==> config.mk <==
export PLATFORM = sky130hd
export DESIGN_NAME = mov_or_exec
export DESIGN_NICKNAME = d
export VERILOG_FILES = /design/src/common/mov_or_pkg.sv /design/src/core/iram.sv /design/src/core/mov_or_exec.sv
export SDC_FILE = /design/constraint.sdc
export NUM_CORES = 1
export LEC_CHECK = 0
export ABC_AREA = 1
export BUFFER_PORTS_ARGS = -buffer_cell sky130_fd_sc_hd__buf_4
export CAP_MARGIN = 20
export CORE_MARGIN = 2
export CORE_UTILIZATION = 45
export CTS_BUF_LIST = sky130_fd_sc_hd__clkbuf_4 sky130_fd_sc_hd__clkbuf_8
export CTS_CLUSTER_SIZE = 8
export DETAILED_ROUTE_END_ITERATION = 8
export GPL_ROUTABILITY_DRIVEN = 1
export MAX_ROUTING_LAYER = met4
export SLEW_MARGIN = 30
export SYNTH_ARGS = -nofsm -noshare
export SYNTH_HDL_FRONTEND = slang
export SYNTH_SLANG_ARGS = --single-unit
==> constraint.sdc <==
create_clock -name sys_clk -period 9.4 [get_ports sys_clk]
set_input_delay 1.88 -clock sys_clk [delete_from_list [all_inputs] [get_ports sys_clk]]
set_output_delay 1.88 -clock sys_clk [all_outputs]
set_load 0.03 [all_outputs]
==> src/common/mov_or_pkg.sv <==
// Shared constants and types for the move and logical-OR executor
package mov_or_pkg;
   // Opcodes, full byte or masked
   localparam logic [7:0] OP_NOP = 8'h00;
   localparam logic [7:0] OP_JUMP_ZERO = 8'hc6;
   localparam logic [7:0] OP_MOV_A_IMM = 8'h23;
   localparam logic [7:0] OP_MOV_A_STAT = 8'hc7;
   localparam logic [7:0] OP_MOV_STAT_A = 8'hd7;
   localparam logic [7:0] OP_MOV_A_T = 8'h42;
   localparam logic [7:0] OP_MOV_T_A = 8'h62;
   localparam logic [7:0] OP_PAGE_LOOKUP = 8'ha3;
   localparam logic [7:0] OP_PAGE3_LOOKUP = 8'he3;
   localparam logic [7:0] OP_OR_A_IMM = 8'h43;
   localparam logic [7:0] OP_OR_BUS = 8'h88;
   localparam logic [4:0] OP_MOV_A_R = 5'h1f;
   localparam logic [4:0] OP_MOV_R_A = 5'h15;
   localparam logic [4:0] OP_MOV_R_IMM = 5'h17;
   localparam logic [4:0] OP_OR_A_R = 5'h09;
   localparam logic [6:0] OP_MOV_A_IND = 7'h78;
   localparam logic [6:0] OP_MOV_IND_A = 7'h50;
   localparam logic [6:0] OP_MOV_IND_IMM = 7'h58;
   localparam logic [6:0] OP_XRAM_RD = 7'h40;
   localparam logic [6:0] OP_XRAM_WR = 7'h48;
   localparam logic [6:0] OP_OR_A_IND = 7'h20;
   localparam logic [5:0] OP_EXP_RD = 6'h03;
   localparam logic [5:0] OP_EXP_WR = 6'h0f;
   // Status word layout
   localparam int STAT_CY = 7;
   localparam int STAT_AC = 6;
   localparam int STAT_UF0 = 5;
   localparam int STAT_BS = 4;
   localparam int STAT_ONE = 3;
   localparam logic [7:0] ACC_RST = 8'h00;
   localparam logic [3:0] STAT_HI_RST = 4'h0;
   localparam logic [2:0] PAGE_THREE = 3'b011;
   localparam int RAM_AW = 8;

   // Internal RAM access bundle
   typedef struct packed {
      logic we;
      logic [RAM_AW-1:0] addr;
      logic [7:0] wdata;
   } ram_req_t;

   // External data RAM request
   typedef struct packed {
      logic rd;
      logic wr;
      logic [7:0] addr;
      logic [7:0] wdata;
   } xram_req_t;
endpackage : mov_or_pkg

==> src/core/iram.sv <==
// Internal data RAM with registered read data
`timescale 1ns/1ps
module iram #(
   parameter int AW = 8
) (
   input wire logic sys_clk, // Core clock
   input wire logic ce, // Clock enable
   input wire logic we, // Write strobe
   input wire logic [AW-1:0] waddr, // Write address
   input wire logic [7:0] wdata, // Write data
   input wire logic [AW-1:0] raddr, // Read address
   output logic [7:0] rdata // Registered read data
);
   logic [7:0] mem [0:(1<<AW)-1];

   // Write and registered read of the old data, both gated by enable
   always_ff @(posedge sys_clk) begin
      if (ce) begin
         if (we) begin
            mem[waddr] <= wdata;
         end
         rdata <= mem[raddr];
      end
   end
endmodule : iram

==> src/core/mov_or_exec.sv <==
// Executor for moves, table lookups, external RAM moves and logical ORs
// Operation
// - Jump-if-zero loads PC low byte when A zero
// - Immediate move loads A from byte two
// - Status read copies full word into A
// - Status word: flags, bank, one, stack bits
// - Status write replaces flag and bank bits from A high nibble
// - Register read selects by low opcode bits
// - Indirect uses R0/R1, 6/7/8 address bits
// - Timer read copies timer into A
// - A written into selected working register
// - Immediate byte written into working register
// - A stored indirectly, pointer unchanged
// - Immediate byte stored indirectly
// - Timer write loads timer from A
// - Expander read: nibble in, high cleared
// - Expander write sends low nibble out
// - Page lookup uses A as PC low
// - Page three lookup uses 011 high bits
// - External read via pointer loads A
// - External write stores A via pointer
// - No-op changes nothing, one cycle
// - OR into A from register, RAM, immediate
// - Bus OR combines immediate with bus latch
// - Bus OR result driven to bus port
`timescale 1ns/1ps
module mov_or_exec #(
   parameter int RAM_BITS = 6, // 6, 7 or 8 address bits
   parameter int PC_W = 12
) (
   input wire logic sys_clk, // Instruction-cycle clock
   input wire logic nrst, // Async reset, low
   input wire logic ce, // Clock enable
   input wire logic [7:0] op, // Current opcode byte
   input wire logic op_valid, // Opcode presented for execution
   input wire logic [7:0] byte2, // Second instruction byte
   input wire logic [7:0] rom_data, // Program memory byte
   input wire logic [2:0] stack_level, // Live stack pointer
   input wire logic [7:0] timer_val, // Timer/counter value
   input wire logic [3:0] exp_in, // Expander port input nibble
   input wire logic [7:0] xram_rdata, // External RAM read data
   input wire logic [PC_W-1:0] pc_in, // Current program counter
   output logic busy, // Second cycle of a two-cycle op
   output logic done, // Instruction finishes this cycle
   output logic [7:0] acc_ff, // Accumulator
   output logic [7:0] program_status_word, // Status word view
   output logic pc_load, // Load PC low byte
   output logic [7:0] pc_low, // New PC low byte
   output logic [PC_W-1:0] rom_addr_ff, // Lookup fetch address
   output logic rom_rd_ff, // Lookup fetch strobe
   output logic timer_we_ff, // Timer load strobe
   output logic [7:0] timer_wdata_ff, // Timer load value
   output logic exp_we_ff, // Expander write strobe
   output logic exp_rd_ff, // Expander read strobe
   output logic [1:0] selected_port_ff, // Expander port 4..7
   output logic [3:0] exp_out_ff, // Expander write nibble
   output mov_or_pkg::xram_req_t xram_ff, // External RAM request
   output logic [7:0] bus_out_ff, // Bus port latch
   output logic bus_oe_ff // Bus port drive enable
);
   typedef enum logic [1:0] {
      ST_FIRST = 2'b01,
      ST_SECOND = 2'b10
   } st_t;

   st_t st_ff;
   st_t nxt_st;
   logic [7:0] op_ff;
   logic [7:0] regs_ff [0:7];
   logic [3:0] stat_hi_ff;
   logic [7:0] ram_rdata;
   mov_or_pkg::ram_req_t ram_req;

   // Masked opcode compare
   function automatic logic hit(input logic [7:0] o, input logic [7:0] pat,
                                input int lsb);
      hit = (o >> lsb) == (pat >> lsb);
   endfunction : hit

   // Indirect address from R0/R1, trimmed to RAM size
   function automatic logic [7:0] ind_addr(input logic [7:0] ptr);
      ind_addr = ptr & 8'((1 << RAM_BITS) - 1);
   endfunction : ind_addr

   // Decode on the live opcode, or the latched one in the second cycle
   wire [7:0] cur = (st_ff == ST_SECOND) ? op_ff : op;
   wire [2:0] rsel = cur[2:0];
   wire [7:0] rval = regs_ff[rsel];
   wire [7:0] ptr = regs_ff[{2'b00, cur[0]}];
   wire d_jmpz = cur == mov_or_pkg::OP_JUMP_ZERO;
   wire d_mai = cur == mov_or_pkg::OP_MOV_A_IMM;
   wire d_map = cur == mov_or_pkg::OP_MOV_A_STAT;
   wire d_mpa = cur == mov_or_pkg::OP_MOV_STAT_A;
   wire d_mat = cur == mov_or_pkg::OP_MOV_A_T;
   wire d_mta = cur == mov_or_pkg::OP_MOV_T_A;
   wire d_mvp = cur == mov_or_pkg::OP_PAGE_LOOKUP;
   wire d_mp3 = cur == mov_or_pkg::OP_PAGE3_LOOKUP;
   wire d_oai = cur == mov_or_pkg::OP_OR_A_IMM;
   wire d_obs = cur == mov_or_pkg::OP_OR_BUS;
   wire d_mar = hit(cur, {mov_or_pkg::OP_MOV_A_R, 3'b000}, 3);
   wire d_mra = hit(cur, {mov_or_pkg::OP_MOV_R_A, 3'b000}, 3);
   wire d_mri = hit(cur, {mov_or_pkg::OP_MOV_R_IMM, 3'b000}, 3);
   wire d_oar = hit(cur, {mov_or_pkg::OP_OR_A_R, 3'b000}, 3);
   wire d_maind = hit(cur, {mov_or_pkg::OP_MOV_A_IND, 1'b0}, 1);
   wire d_mia = hit(cur, {mov_or_pkg::OP_MOV_IND_A, 1'b0}, 1);
   wire d_mii = hit(cur, {mov_or_pkg::OP_MOV_IND_IMM, 1'b0}, 1);
   wire d_xrd = hit(cur, {mov_or_pkg::OP_XRAM_RD, 1'b0}, 1);
   wire d_xwr = hit(cur, {mov_or_pkg::OP_XRAM_WR, 1'b0}, 1);
   wire d_oaind = hit(cur, {mov_or_pkg::OP_OR_A_IND, 1'b0}, 1);
   wire d_drd = hit(cur, {mov_or_pkg::OP_EXP_RD, 2'b00}, 2);
   wire d_dwr = hit(cur, {mov_or_pkg::OP_EXP_WR, 2'b00}, 2);
   wire two_cyc = d_jmpz | d_mai | d_mri | d_mii | d_drd | d_dwr | d_mvp
      | d_mp3 | d_xrd | d_xwr | d_oai | d_obs;
   wire first = (st_ff == ST_FIRST) & op_valid;
   wire second = st_ff == ST_SECOND;
   wire stat_one = 1'b1;

   // Status word view: high flags, fixed one, live stack level
   assign program_status_word = {stat_hi_ff, stat_one, stack_level};

   // Sequencing of one- and two-cycle instructions
   always_comb begin
      nxt_st = st_ff;
      case (st_ff)
         ST_FIRST: begin
            if (op_valid && two_cyc) begin
               nxt_st = ST_SECOND;
            end
         end
         ST_SECOND: begin
            nxt_st = ST_FIRST;
         end
         default: begin
            nxt_st = ST_FIRST;
         end
      endcase
   end

   assign busy = second;
   assign done = (first & ~two_cyc) | second;
   // Jump if zero, taken in the second cycle
   assign pc_load = second & d_jmpz & (acc_ff == 8'h00);
   assign pc_low = byte2;

   // Internal RAM port: indirect stores and reads via R0/R1
   assign ram_req.we = (first & d_mia) | (second & d_mii);
   assign ram_req.addr = ind_addr(ptr);
   assign ram_req.wdata = d_mii ? byte2 : acc_ff;

   iram #(
      .AW(mov_or_pkg::RAM_AW)
   ) i_iram (
      .sys_clk(sys_clk),
      .ce(ce),
      .we(ram_req.we),
      .waddr(ram_req.addr),
      .wdata(ram_req.wdata),
      .raddr(ind_addr(regs_ff[{2'b00, op[0]}])),
      .rdata(ram_rdata)
   );

   // Indirect RAM reads are served from the registered read port a cycle
   // after the opcode is presented; the indirect forms use that cycle.
   logic ind_pend_ff;

   // Sequencer state and latched opcode
   always_ff @(posedge sys_clk or negedge nrst) begin
      if (!nrst) begin
         st_ff <= ST_FIRST;
         op_ff <= mov_or_pkg::OP_NOP;
      end else if (ce) begin
         st_ff <= nxt_st;
         if (first) begin
            op_ff <= op;
         end
      end
   end

   // Accumulator next value
   logic [7:0] nxt_acc;
   always_comb begin
      nxt_acc = acc_ff;
      if (first) begin
         if (d_map) nxt_acc = program_status_word;
         if (d_mar) nxt_acc = rval;
         if (d_mat) nxt_acc = timer_val;
         if (d_oar) nxt_acc = acc_ff | rval;
      end
      if (ind_pend_ff) begin
         if (hit(op_ff, {mov_or_pkg::OP_MOV_A_IND, 1'b0}, 1)) begin
            nxt_acc = ram_rdata;
         end else begin
            nxt_acc = acc_ff | ram_rdata;
         end
      end
      if (second) begin
         if (d_mai) nxt_acc = byte2;
         if (d_oai) nxt_acc = acc_ff | byte2;
         if (d_drd) nxt_acc = {4'h0, exp_in};
         if (d_mvp | d_mp3) nxt_acc = rom_data;
         if (d_xrd) nxt_acc = xram_rdata;
      end
   end

   // Accumulator, status flags and indirect-read pending flag
   always_ff @(posedge sys_clk or negedge nrst) begin
      if (!nrst) begin
         acc_ff <= mov_or_pkg::ACC_RST;
         stat_hi_ff <= mov_or_pkg::STAT_HI_RST;
         ind_pend_ff <= 1'b0;
      end else if (ce) begin
         acc_ff <= nxt_acc;
         ind_pend_ff <= first & (d_maind | d_oaind);
         if (first && d_mpa) begin
            stat_hi_ff <=
               acc_ff[mov_or_pkg::STAT_CY:mov_or_pkg::STAT_BS];
         end
      end
   end

   // Working registers R0..R7
   always_ff @(posedge sys_clk or negedge nrst) begin
      if (!nrst) begin
         for (int i = 0; i < 8; i++) begin
            regs_ff[i] <= 8'h00;
         end
      end else if (ce) begin
         if (first && d_mra) begin
            regs_ff[rsel] <= acc_ff;
         end else if (second && d_mri) begin
            regs_ff[rsel] <= byte2;
         end
      end
   end

   // Timer load and program memory lookup address
   always_ff @(posedge sys_clk or negedge nrst) begin
      if (!nrst) begin
         timer_we_ff <= 1'b0;
         timer_wdata_ff <= 8'h00;
         rom_rd_ff <= 1'b0;
         rom_addr_ff <= '0;
      end else if (ce) begin
         timer_we_ff <= first & d_mta;
         if (first && d_mta) begin
            timer_wdata_ff <= acc_ff;
         end
         rom_rd_ff <= first & (d_mvp | d_mp3);
         if (first && d_mvp) begin
            rom_addr_ff <= {pc_in[PC_W-1:8], acc_ff};
         end else if (first && d_mp3) begin
            rom_addr_ff <= {pc_in[PC_W-1:11], mov_or_pkg::PAGE_THREE,
                            acc_ff};
         end
      end
   end

   // Expander port strobes, driven through the second cycle
   always_ff @(posedge sys_clk or negedge nrst) begin
      if (!nrst) begin
         exp_we_ff <= 1'b0;
         exp_rd_ff <= 1'b0;
         selected_port_ff <= 2'b00;
         exp_out_ff <= 4'h0;
      end else if (ce) begin
         exp_we_ff <= first & d_dwr;
         exp_rd_ff <= first & d_drd;
         if (first && (d_dwr || d_drd)) begin
            selected_port_ff <= op[1:0];
            exp_out_ff <= acc_ff[3:0];
         end
      end
   end

   // External RAM request held during the second cycle
   always_ff @(posedge sys_clk or negedge nrst) begin
      if (!nrst) begin
         xram_ff <= '0;
      end else if (ce) begin
         xram_ff.rd <= first & d_xrd;
         xram_ff.wr <= first & d_xwr;
         if (first && (d_xrd || d_xwr)) begin
            xram_ff.addr <= ptr;
            xram_ff.wdata <= acc_ff;
         end
      end
   end

   // Bus port latch: OR with immediate, result driven back out
   always_ff @(posedge sys_clk or negedge nrst) begin
      if (!nrst) begin
         bus_out_ff <= 8'h00;
         bus_oe_ff <= 1'b0;
      end else if (ce) begin
         if (second && d_obs) begin
            bus_out_ff <= bus_out_ff | byte2;
            bus_oe_ff <= 1'b1;
         end
      end
   end
endmodule : mov_or_exec

Word level (Yosys, flattened, before mapping). Memories as Yosys holds them, arrays and structs flattened. A register that Yosys moved wholly into a read port is not among the register bits. Index checks and enable logic that the tools add are counted.

Muxes and demuxes: 37. Magnitude comparators: 4. Equal/unequal tests: 26. Bitwise gates (word level): 36. Reductions and logical operators: 25.

Operators by type and width (count): $mux 8 (20); $bwmux 64 (2); $mux 64 (2); $bmux 8 s3 (3); $eq 8x8->1 const B (6); $eq 7x7->1 const B (6); $or 8x8->8 (4); $demux 8 s3 (1); $eq 8x7->1 const B (3); $mux 12 (2); $reduce_and 2->1 (9); $eq 5x5->1 const B (3); $or 1x1->1 (15); $and 1x1->1 (13); $ge 4x4->1 const B (3); $mux 6 (2); $logic_and 1x1->1 (11); $eq 8x6->1 const B (1); $logic_not 8->1 (1); $not 1->4 (2); $eq 7x6->1 const B (1); $eq 6x2->1 const B (1); $eq 6x4->1 const B (1); $eq 5x4->1 const B (1); other kinds (10) (15).

Memories kept: 1. Word-level logic and storage cells: 156. Input bits: 63. Register bits after elaboration: 144. Memory bits (writable): 2048. Output and inout port bits: 84.

Memory list: i_iram.mem (words 256, bits a word 8, rd ports 1, clocked after Yosys merged registers in 1, write ports 1, RTL line iram.sv:14) `logic [7:0] mem [0:(1<<AW)-1];`.

Depth between registers and ports, before layout. Gate-level depths: netlist of run 1.

Depth after elaboration: 17. Gate-level depth with buffers: 27. Gate-level depth less buffers: 26.

Hierarchy. From an unflattened synthesis of run 1, not the netlist that was laid out.

Cell total of the unflattened synthesis: 8089. Area, all modules: 91585.3 um2.

Modules (own cells, without submodules): iram (area each 83577.7 um2, cells each 7005, sequential area each 61739.2 um2, times used 1); mov_or_exec (area each 8007.7 um2, cells each 1084, sequential area each 3604.7 um2, times used 1).

Least setup slack after synthesis of run 1. Ideal clock, no wire load.

Kind: in2reg. Start point: input op[1]. End point: memory i_iram.mem[0][0], data pin. Required time: 8.698 ns. Cell stages on the path: 9. Arrival: 5.369 ns. Buffers on the path: 2. Setup slack: 3.329 ns. Library setup time: 0.702 ns. Path through: nand2_1 -> nand2_1 -> buf_2 -> nor2_4 -> nand2_1 -> nor2_2 -> nand2_2 -> clkbuf_1 -> o21ai_0.

Longest elaborated chain between the ends: 3.

Ends and longest elaborated chain: start: declaration (RTL line mov_or_exec.sv:34) `input wire logic [7:0] op,`; $mux 8 (RTL line mov_or_exec.sv:86) `wire [7:0] cur = (st_ff == ST_SECOND) ? op_ff : op;`; $eq 7x7->1 (RTL line mov_or_exec.sv:77) `hit = (o >> lsb) == (pat >> lsb);`; $mux 8 (RTL line mov_or_exec.sv:148) `assign ram_req.wdata = d_mii ? byte2 : acc_ff;`; named net i_iram.wdata[0] (RTL line iram.sv:10) `input wire logic [7:0] wdata,`; end: declaration (RTL line iram.sv:14).

The timed path passes the listed nets, and every way through them passes these cells.

Worst setup path after layout of run 1.
Start point: input op[1]. End point: output done.

Longest elaborated chain between the ends: 16. Elaborated cells on any way between the ends: 24. Those cells by class: eq/ne (9); mux (1); bitwise (14).

Ends and longest elaborated chain: $mux 8 * (RTL line mov_or_exec.sv:86); $eq 8x8->1 / $eq 8x6->1 (equally long branches) (RTL line mov_or_exec.sv:90, mov_or_exec.sv:91); $or 1x1->1 (6 in a row) (RTL line mov_or_exec.sv:112) `wire two_cyc = d_jmpz | d_mai | d_mri | d_mii | d_drd | d_dwr | d_mvp`; $or 1x1->1 (4 in a row) (RTL line mov_or_exec.sv:113) `| d_mp3 | d_xrd | d_xwr | d_oai | d_obs;`; $or 1x1->1 * (RTL line mov_or_exec.sv:113); $not 1->1 * (RTL line mov_or_exec.sv:140) `assign done = (first & ~two_cyc) | second;`; $and 1x1->1 * (RTL line mov_or_exec.sv:140); $or 1x1->1 * (RTL line mov_or_exec.sv:140); end: declaration (RTL line mov_or_exec.sv:44) `output logic done,`.

Every way passes the cells marked *; elsewhere a longest branch is shown, timed or not.

==> results of run 1 <==
==> final cells by class <==
type                            count  area (µm²)  area share
Sequential cell                   664       19220      0.5938
Multi-Input combinational cell   1687        8160      0.2521
Clock buffer                      163        1931     0.05965
Timing Repair Buffer              165        1266     0.03912
Tap cell                          846        1059     0.03270
Inverter                          134       508.0     0.01569
Clock inverter                     28       221.5    0.006842
Antenna cell                        1       2.502  0.00007731
==> cell usage after synthesis (2+ instances only) <==
cell,instances
nand3_1,121
nor2_1,363
o22ai_1,63
nor4_1,2
nand3_2,2
buf_4,12
dfrtp_1,143
buf_1,5
clkbuf_1,124
o211ai_1,63
o21ai_0,325
o221ai_1,63
clkinv_1,3
buf_2,19
o21ai_1,96
inv_1,115
nand3b_1,4
o21bai_1,8
a31oi_1,6
a21oi_1,32
o21ai_2,5
edfxtp_1,520
a311oi_1,2
nand4_1,5
inv_2,16
or2_2,5
nor3_1,15
nand2_2,7
nor2_2,6
nand2_1,481
nand4_2,2
==> worst paths after layout <==
path | from | endpoint | slack (ns) | depth (start not counted)
worst max-delay path | op[1] | done | 2.83 | 12
worst min-delay path | bus_out_ff[4]$_DFFE_PN0P_ | bus_out_ff[4]$_DFFE_PN0P_ | 0.47 | 1
worst max register to register | st_ff[1]$_DFFE_PN0P_ | i_iram.mem[36][0]$_DFFE_PP_ | 4.47 | 10
worst min register to register | bus_out_ff[4]$_DFFE_PN0P_ | bus_out_ff[4]$_DFFE_PN0P_ | 0.47 | 1
max in group asynchronous | nrst | bus_out_ff[3]$_DFFE_PN0P_ | 6.82 | 2
min in group asynchronous | nrst | regs_ff[38]$_DFFE_PN0P_ | 1.22 | 1
==> cell usage in the layout, fill, tap and decap left out, types with 2 or more instances in the layout <==
cell         n
nand4_1      5
o211ai_1    63
o21ai_1     94
o21ai_2      6
edfxtp_1   520
nor3_1      15
clkbuf_8   113
nor4_1       2
inv_1      113
nand4_2      2
dfrtp_1    143
nand2_4      2
clkinv_2     7
nand3b_1     4
o221ai_1    63
nor2_1     362
nand3_2      2
buf_4      162
nand3_1    121
o21bai_1     8
a21oi_1     32
bufinv_16    2
o22ai_1     63
inv_12       2
inv_2       17
inv_6        3
or2_2        5
o21ai_4     11
clkinv_1    16
a31oi_1      6
nand2_2      7
o21ai_0    316
nor2_2       7
nand2_1    480
a311oi_1     2
buf_6        2
clkbuf_4    50
==> layer usage <==
metal  up-vias  GRT usage  wire, µm
li1       9626          -         -
met1     10170     0.3350     33890
met2       845     0.3831     37750
met3       172    0.03919      5733
met4         0    0.09837      3002
met5         -          -         0
==> through the flow <==
stage / std cells / util / power [W] / hold WS [ns]
2_1_floorplan: 2646 / - / 0.003808 / 0.4474
3_3_place_gp: 3495 / 0.4811 / 0.004083 / 0.4544
3_5_place_dp: 3495 / 0.4811 / 0.004102 / 0.4639
4_1_cts: 3686 / 0.5154 / 0.006592 / 0.4781
5_1_grt: 3688 / 0.5159 / 0.006784 / 0.4871
6_report: 3688 / 0.5159 / 0.006549 / 0.4750
==> cell families after synthesis <==
group | synth area share
compound gates | 0.1373
buf+inv | 0.04162
flops | 0.6759
other cells | 0.0001319
simple gates | 0.1451
==> registers in the layout, indices dropped and copies added (netlist names), 2 cells and up <==
register,cells
acc_ff,8
bus_out_ff,8
exp_out_ff,4
i_iram.mem,512
i_iram.rdata,8
op_ff,8
regs_ff,64
rom_addr_ff,12
selected_port_ff,2
st_ff,2
stat_hi_ff,4
timer_wdata_ff,8
xram_ff,18
==> where the power goes <==
group / switching [W] / leakage [nW] / internal (W)
Combinational: 0.000515 / 4.24 / 0.000154
Sequential: 0.0000408 / 6.67 / 0.00334
Clock: 0.00114 / 1.15 / 0.00137
==> results.sh, run 1 <==
export IMPL_synth_edf_count=520
export IMPL_yosysTopAreaCell="edfxtp_1"
export IMPL_tns_ns=0
export IMPL_ys_warn_count=0
export IMPL_syn_to_final_growth_pct=13.82
export IMPL_avgViaCountPerCell=5.643
export IMPL_root_buffer="clkbuf_8"
export IMPL_ctsResizeCount=0
export IMPL_cts_hold_buf=0
export IMPL_cts_buffers=107
export IMPL_syn_avg_cell_area_um2=10.75
export IMPL_port_buffers=137
export IMPL_fin_crit_sh=0.6994
export IMPL_htreeDepth=3
export IMPL_fmax_mhz=152.1
export IMPL_dp_hpwl_um=48390
export IMPL_slowest_delay_ns=0.67
export IMPL_yosys_top_cells_area="edfxtp_1 55%, dfrtp_1 13%, nand2_1 6.3%, o21ai_0 5.7%, nor2_1 4.8%"
export IMPL_path_delay_family="simple AND/OR/NAND/NOR gates"
export IMPL_grt_pass1_wl_um=121100
export IMPL_dr_pass1_iters=5
export IMPL_ys_seq_elements=664
export IMPL_grt_usage=0.2496
export IMPL_synth_top_area_share=0.5491
export IMPL_post_cts_buffers=0
export IMPL_grt_max_degree=109
export IMPL_pre_cts_ws_ns=2.818
export IMPL_setup_viol=0
export IMPL_rsz0062_at_grt="no"
export IMPL_slowest_stage="nand2_1"
export IMPL_arrival_ns=4.69
export IMPL_worst_ep_required_time_ns=7.52
export IMPL_rows=92
export IMPL_fin_skew_ns=0.04752
export IMPL_fillers=5579
export IMPL_drc=0
export IMPL_cts_clk_slew_worst_paths_ns=0.06
export IMPL_design_area_um2=32370
export IMPL_wirelength_um=80370
export IMPL_cts_tree="done"
export IMPL_initial_core_util=0.4533
export IMPL_leakage_nw=12.07
export IMPL_core_um2=62740
export IMPL_syn_inst=2646
export IMPL_max_vdd_ir_drop_mv=0.1131
export IMPL_nets=2822
export IMPL_cellPowerDensity_nw_per_um2=202.3
export IMPL_drv_slew=0
export IMPL_die_x_um=255.4
export IMPL_wl_per_cell_um=21.79
export IMPL_cp_cell_sequence="buf_4 > nand2_1 > nand2_1 > nand2_1 > nor2_1 > nand2_1 > nor2_1 > inv_2 > and3_1 > nand3_1 > o21ai_0 > buf_4"
export IMPL_gp_congestion=0.9082
export IMPL_min_path_type="reg2reg"
export IMPL_grt_pass1_vias=19710
export IMPL_syn_area_um2=28440
export IMPL_grt_ovfl_total=0
export IMPL_drtIter0Drc=2157
export IMPL_setup_slack_ns=2.825
export IMPL_dpl_cell_area_um2=30180
export IMPL_cp_max_fo=22
export IMPL_ant_nets=0
export IMPL_endpoint_kind="output pin"
export IMPL_syn_nets=2709
export IMPL_seq_area_frac_synth=0.6759
export IMPL_clock_latency_ns=0.73
export IMPL_path_class="in2out"
export IMPL_die_h_um=255.4
export IMPL_synth_ff_type="edfxtp_1"
export IMPL_cp_common_cell="nand2_1"
export IMPL_top_level_ports=147
export IMPL_die_area_um2=65220
export IMPL_cp_start_kind="input pin"
export IMPL_clkSinkCount=664
export IMPL_critPathBufInv=3
export IMPL_synth_distinct_cells=44
export IMPL_hold_viol_final=0
export IMPL_vias=20810
export IMPL_antenna_found_initial=1
export IMPL_cap_violations=0
export IMPL_clockBufferDepth=3
export IMPL_relSlewSlack=0.3563
export IMPL_drive_gt1_frac=0.1433
export IMPL_worstMarginPinSlew_ns=0.9644
export IMPL_async_flop_share=0.2169
export IMPL_status="completed"
export IMPL_min_period_ns=6.575
Power figures use the tool's default switching activity.
==> run 2: changes to the inputs <==
==> constraint.sdc (replaced) <==
create_clock -name sys_clk -period 6.7 [get_ports sys_clk]
set_input_delay 1.34 -clock sys_clk [delete_from_list [all_inputs] [get_ports sys_clk]]
set_output_delay 1.34 -clock sys_clk [all_outputs]
set_load 0.03 [all_outputs]
==> run 2 against run 1 <==
Global-route usage is essentially flat. Non-clock buffer count grew 7. Design area grew 0.53%. Power grew 40%. Die area is the same. Count of clock-buffer cells in the layout shrank 4. Clock skew shrank 0.014 ns. Critical path type is now reg2out. Flip-flop and latch count is the same. Hold slack lost 0.00057 ns. Highest routed layer unchanged. Critical path depth grew 2. Register-to-register slack lost 2.3 ns.
==> results.sh, run 2 (synthesized netlist as in run 1, its figures left out) <==
export IMPL_htreeDepth=3
export IMPL_relSlewSlack=0.3345
export IMPL_drive_gt1_frac=0.1442
export IMPL_grt_max_degree=197
export IMPL_fillers=5548
export IMPL_clockBufferDepth=3
export IMPL_die_x_um=255.4
export IMPL_cp_start_kind="register"
export IMPL_avgViaCountPerCell=5.642
export IMPL_ctsResizeCount=0
export IMPL_antenna_found_initial=1
export IMPL_root_buffer="clkbuf_8"
export IMPL_final_common_cell="edfxtp_1"
export IMPL_die_h_um=255.4
export IMPL_grt_pass1_vias=20070
export IMPL_hold_end="bus_oe_ff$_DFFE_PN0P_"
export IMPL_cp_max_fo=26
export IMPL_drv_slew=0
export IMPL_cts_clk_slew_worst_paths_ns=0.06
export IMPL_clock_latency_ns=0.74
export IMPL_grt_most_used_layer="met2"
export IMPL_multiInputGateArea_um2=8158
export IMPL_min_period_ns=5.380
export IMPL_endpoint_kind="output pin"
export IMPL_grt_ovfl_total=0
export IMPL_largest_register="i_iram.mem"
export IMPL_regArea_um2=19220
export IMPL_cts_buffers=109
export IMPL_grt_pass1_wl_um=121500
export IMPL_cts_tree="done"
export IMPL_dr_pass1_iters=6
export IMPL_grt_use_met2=0.3894
export IMPL_cellPowerDensity_nw_per_um2=282.7
export IMPL_drtIter0Drc=2008
export IMPL_hp_start="bus_oe_ff$_DFFE_PN0P_"
export IMPL_dp_cells=3502
export IMPL_r2r_slack_ns=2.17
export IMPL_cts_hold_buf=0
export IMPL_core_um2=62740
export IMPL_largest_reg_flops=512
export IMPL_arrival_ns=4.04
export IMPL_rows=92
export IMPL_use_met1=0.3262
export IMPL_max_vdd_ir_drop_mv=0.1695
export IMPL_min_path_type="reg2reg"
export IMPL_clkSinkCount=664
export IMPL_initial_core_util=0.4533
export IMPL_cap_violations=0
export IMPL_status="completed"
export IMPL_die_area_um2=65220
export IMPL_port_buffers=137
export IMPL_drc=0
export IMPL_layout_common_cells="520 x edfxtp_1, 480 x nand2_1, 363 x nor2_1"
export IMPL_rsz0062_at_grt="no"
export IMPL_r2r_end="i_iram.mem[32][3]$_DFFE_PP_"
export IMPL_top_level_ports=147
export IMPL_grt_use_met3=0.04365
export IMPL_dp_hpwl_um=48970
export IMPL_nets=2831
export IMPL_path_class="reg2out"
export IMPL_ant_nets=0
export IMPL_hold_viol_final=0
export IMPL_reg2reg_depth=10
export IMPL_worst_ep_required_time_ns=5.36
export IMPL_dpl_cell_area_um2=30350
export IMPL_fin_cells=3698
export IMPL_top_regs="i_iram.mem (512), regs_ff (64), xram_ff (18)"
export IMPL_syn_to_final_growth_pct=14.42
export IMPL_vias=20870
export IMPL_post_cts_buffers=0
export IMPL_fin_skew_ns=0.03388
export IMPL_regToRegStartpoint="st_ff[1]$_DFFE_PN0P_"
export IMPL_wirelength_um=80300
export IMPL_gp_congestion=0.9423
export IMPL_grt_usage=0.2498
export IMPL_fin_crit_sh=0.8030
export IMPL_wl_per_cell_um=21.71
export IMPL_worstMarginPinSlew_ns=0.9916
export IMPL_leakage_nw=12.14
export IMPL_whs_path_depth=2
export IMPL_fmax_mhz=185.9
export IMPL_design_area_um2=32540
export IMPL_tns_ns=0
export IMPL_setup_viol=0
## run 2: changes by cell type in the layout (fill, tap and decap cells not counted), moves of 2 or more
cell	change
buf_12	+4
buf_16	+3
buf_6	-2
bufinv_16	-2
clkbuf_4	-11
clkbuf_8	+8
clkinv_1	+5
clkinv_2	+4
clkinv_8	+5
inv_12	-2
inv_6	-2
## run 2: routing by layer
layer  wire length [µm]  vias up  part of all wire
li1                   -     9635                 -
met3               5914      151             0.074
met5                  0        -                 0
met2              37970      835              0.47
met1              33680    10240              0.42
met4               2730        0             0.034
## run 2: cell type report
| class | instances | share of cell area |
|---|---|---|
| sequential | 664 | 0.5907 |
| clock buffer | 159 | 0.05976 |
| clock inverter | 35 | 0.006499 |
| antenna | 1 | 0.00007691 |
| timing repair buffer | 172 | 0.04411 |
| tap | 846 | 0.03253 |
| multi-input combinational | 1687 | 0.2507 |
| inverter | 134 | 0.01561 |
## run 2: worst max-delay path by stage
stage                                       end                 start
floorplan            i_iram.mem[0][0]$_DFFE_PP_                 op[1]
global placement    i_iram.mem[32][5]$_DFFE_PP_                 op[2]
detailed placement  i_iram.mem[32][5]$_DFFE_PP_                 op[2]
CTS                                        done  st_ff[0]$_DFFE_PN1P_
global route                               done  st_ff[0]$_DFFE_PN1P_
finish                                     done  st_ff[0]$_DFFE_PN1P_
## run 2: through the flow
stage	hold slack [ns]	utilization	power, W	setup WS (ns)
global placement	0.4544	0.4822	0.005738	1.611
CTS	0.4768	0.5181	0.009258	1.280
floorplan	0.4474	-	0.005342	1.169
detailed placement	0.4634	0.4838	0.005784	1.558
global route	0.5008	0.5186	0.009519	0.9382
finish	0.4744	0.5186	0.009200	1.320
## run 2: power by group
part | internal [W] | total, W | switching [W] | leakage [nW]
Combinational | 0.000239 | 0.000971 | 0.000732 | 4.32
Sequential | 0.00468 | 0.00473 | 0.0000570 | 6.67
Clock | 0.00186 | 0.00349 | 0.00163 | 1.15
## run 2: critical path: stages, from the launching register on
cell and delay (ns):
dfstp_2 0.55, inv_2 0.09, nand2_4 0.30, nand2_1 0.08, nand2_1 0.09, buf_4 0.28
nand2_1 0.16, nor2_1 0.19, nand2_1 0.18, nor2_1 0.51, inv_2 0.17, and3_1 0.19
nand3_1 0.16, o21ai_0 0.14, buf_4 0.21
==> run 3: changes to the inputs <==
==> constraint.sdc (replaced) <==
create_clock -name sys_clk -period 5.5 [get_ports sys_clk]
set_input_delay 1.1 -clock sys_clk [delete_from_list [all_inputs] [get_ports sys_clk]]
set_output_delay 1.1 -clock sys_clk [all_outputs]
set_load 0.03 [all_outputs]
==> run 3 against run 2 <==
Power is 22% higher. Critical path depth stayed put. Clock power increased by 21%. Setup slack worse by 0.73 ns. Hold slack got worse by 0.0058 ns. Largest cell class unchanged. Sequential share of layout area fell by 0.61 points. Critical endpoint unchanged. Clock skew grew 0.0034 ns. Non-clock buffer count increased by 39. Sequential power grew 22%.
==> results.sh, run 3 (synthesized netlist as in run 1, its figures left out) <==
export IMPL_status="completed"
export IMPL_dpl_cell_area_um2=30600
export IMPL_cellPowerDensity_nw_per_um2=341.7
export IMPL_syn_to_final_growth_pct=15.61
export IMPL_path_class="reg2out"
export IMPL_p_int_w=0.008346
export IMPL_cp_start_kind="register"
export IMPL_largest_register="i_iram.mem"
export IMPL_cts_hold_buf=0
export IMPL_nets=2868
export IMPL_antenna_found_initial=2
export IMPL_endpoint_kind="output pin"
export IMPL_grt_pass1_wl_um=121600
export IMPL_cts_clk_slew_worst_paths_ns=0.07
export IMPL_ctsResizeCount=0
export IMPL_grt_ovfl_total=0
export IMPL_reg2reg_depth=12
export IMPL_layout_common_cells="520 x edfxtp_1, 480 x nand2_1, 363 x nor2_1"
export IMPL_dr_pass1_iters=7
export IMPL_max_vdd_ir_drop_mv=0.1789
export IMPL_worst_ep_required_time_ns=4.40
export IMPL_vias=20830
export IMPL_postLayoutCoreUtil=0.5240
export IMPL_startpoint="st_ff[0]$_DFFE_PN1P_"
export IMPL_wirelength_um=79720
export IMPL_crit_end="done"
export IMPL_ant_nets=0
export IMPL_core_um2=62740
export IMPL_clockBufferDepth=3
export IMPL_largest_reg_flops=512
export IMPL_cts_buffers=107
export IMPL_drv_slew=0
export IMPL_die_h_um=255.4
export IMPL_min_path_type="reg2reg"
export IMPL_grt_usage=0.2499
export IMPL_pwr_share_clk=0.377
export IMPL_leakage_nw=12.35
export IMPL_rsz0062_at_grt="no"
export IMPL_r2r_end="i_iram.mem[15][4]$_DFFE_PP_"
export IMPL_fillers=5498
export IMPL_fmax_mhz=203.5
export IMPL_clock_latency_ns=0.71
export IMPL_regToRegStartpoint="st_ff[1]$_DFFE_PN0P_"
export IMPL_post_cts_buffers=0
export IMPL_grt_max_degree=193
export IMPL_fin_skew_ns=0.03723
export IMPL_drive_gt1_frac=0.1559
export IMPL_top_level_ports=147
export IMPL_clkSinkCount=664
export IMPL_drc=0
export IMPL_dp_hpwl_um=49090
export IMPL_switchingPower_w=0.002888
export IMPL_rows=92
export IMPL_arrival_ns=3.81
export IMPL_final_common_cell="edfxtp_1"
export IMPL_worstMarginPinSlew_ns=0.9074
export IMPL_tns_ns=0
export IMPL_root_buffer="clkbuf_8"
export IMPL_gp_congestion=0.9541
export IMPL_cap_violations=0
export IMPL_min_period_ns=4.914
export IMPL_die_area_um2=65220
export IMPL_initial_core_util=0.4533
export IMPL_relSlewSlack=0.3928
export IMPL_hold_viol_final=0
export IMPL_cts_tree="done"
export IMPL_avgViaCountPerCell=5.579
export IMPL_fin_crit_sh=0.8934
export IMPL_setup_viol=0
export IMPL_switching_share=0.2571
export IMPL_wl_per_cell_um=21.35
export IMPL_seq_power_share=0.513
export IMPL_top_regs="i_iram.mem (512), regs_ff (64), xram_ff (18)"
export IMPL_die_x_um=255.4
export IMPL_r2r_slack_ns=1.37
export IMPL_grt_pass1_vias=20100
export IMPL_p_comb_frac=0.110
export IMPL_htreeDepth=3
export IMPL_cp_max_fo=26
export IMPL_drtIter0Drc=2137
export IMPL_design_area_um2=32880
export IMPL_port_buffers=137
run 3: cell types whose count changed in the layout (fill, tap and decap cells not counted), moves of 2 or more:
cell and change:
buf_16 +3, buf_4 +36, clkinvlp_4 +2, clkinv_1 -3
inv_6 +2, clkinv_8 -5, clkinv_2 -3
run 3: power groups by stage:
stage,sequential (W),combinational [W],clock (W)
global placement,0.00587,0.00114,0
CTS,0.00577,0.00119,0.00430
detailed placement,0.00587,0.00119,0
finish,0.00577,0.00124,0.00423
global route,0.00577,0.00135,0.00453
floorplan,0.00596,0.000552,0
run 3: worst max-delay path: stages (launching register included):
cell	delay [ns]
dfstp_2	0.54
inv_2	0.07
nand2_4	0.29
nand2_1	0.09
nand2_1	0.10
buf_4	0.29
nor2_4	0.07
nand2_1	0.14
nor2_2	0.07
nand2_2	0.45
nand3_1	0.16
nor3_1	0.16
nand3_1	0.17
o21ai_0	0.28
buf_4	0.22
run 3: worst min-delay path by stage:
stage | start | endpoint | slack, ns | cells past startpoint
final | bus_oe_ff$_DFFE_PN0P_ | bus_oe_ff$_DFFE_PN0P_ | 0.47 | 2
after global routing | bus_out_ff[5]$_DFFE_PN0P_ | bus_out_ff[5]$_DFFE_PN0P_ | 0.50 | 1
after CTS | bus_oe_ff$_DFFE_PN0P_ | bus_oe_ff$_DFFE_PN0P_ | 0.48 | 2
after detailed placement | bus_oe_ff$_DFFE_PN0P_ | bus_oe_ff$_DFFE_PN0P_ | 0.46 | 2
after global placement | bus_oe_ff$_DFFE_PN0P_ | bus_oe_ff$_DFFE_PN0P_ | 0.46 | 2
after floorplan | regs_ff[56]$_DFFE_PN0P_ | regs_ff[56]$_DFFE_PN0P_ | 0.45 | 2
run 3: layout make-up:
cell class | count | area [µm²] | area share
Sequential cell | 664 | 19220 | 0.5846
Antenna cell | 1 | 2.502 | 0.00007612
Multi-Input combinational cell | 1687 | 8162 | 0.2483
Clock inverter | 29 | 166.4 | 0.005062
Tap cell | 846 | 1059 | 0.03220
Timing Repair Buffer | 211 | 1793 | 0.05454
Inverter | 134 | 508.0 | 0.01545
Clock buffer | 161 | 1966 | 0.05979
run 3: metrics by stage:
stage	hold slack [ns]	total power [W]	cells	setup slack [ns]
floorplan	0.4474	0.006507	2646	0.2094
global placement	0.4550	0.007001	3535	1.005
detailed placement	0.4612	0.007053	3537	1.005
CTS	0.4766	0.01126	3727	0.5882
global route	0.5042	0.01164	3733	0.2812
finish	0.4686	0.01123	3733	0.5864
run 3: per-layer routing:
metal  vias up  routed length (µm)  part of all wire  track usage
li1       9713                   -                 -            -
met1     10100               33570              0.42       0.3325
met2       846               37720              0.47       0.3869
met3       168                5511             0.069      0.03671
met4         0                2915             0.037       0.1028
met5         -                   0                 0            -
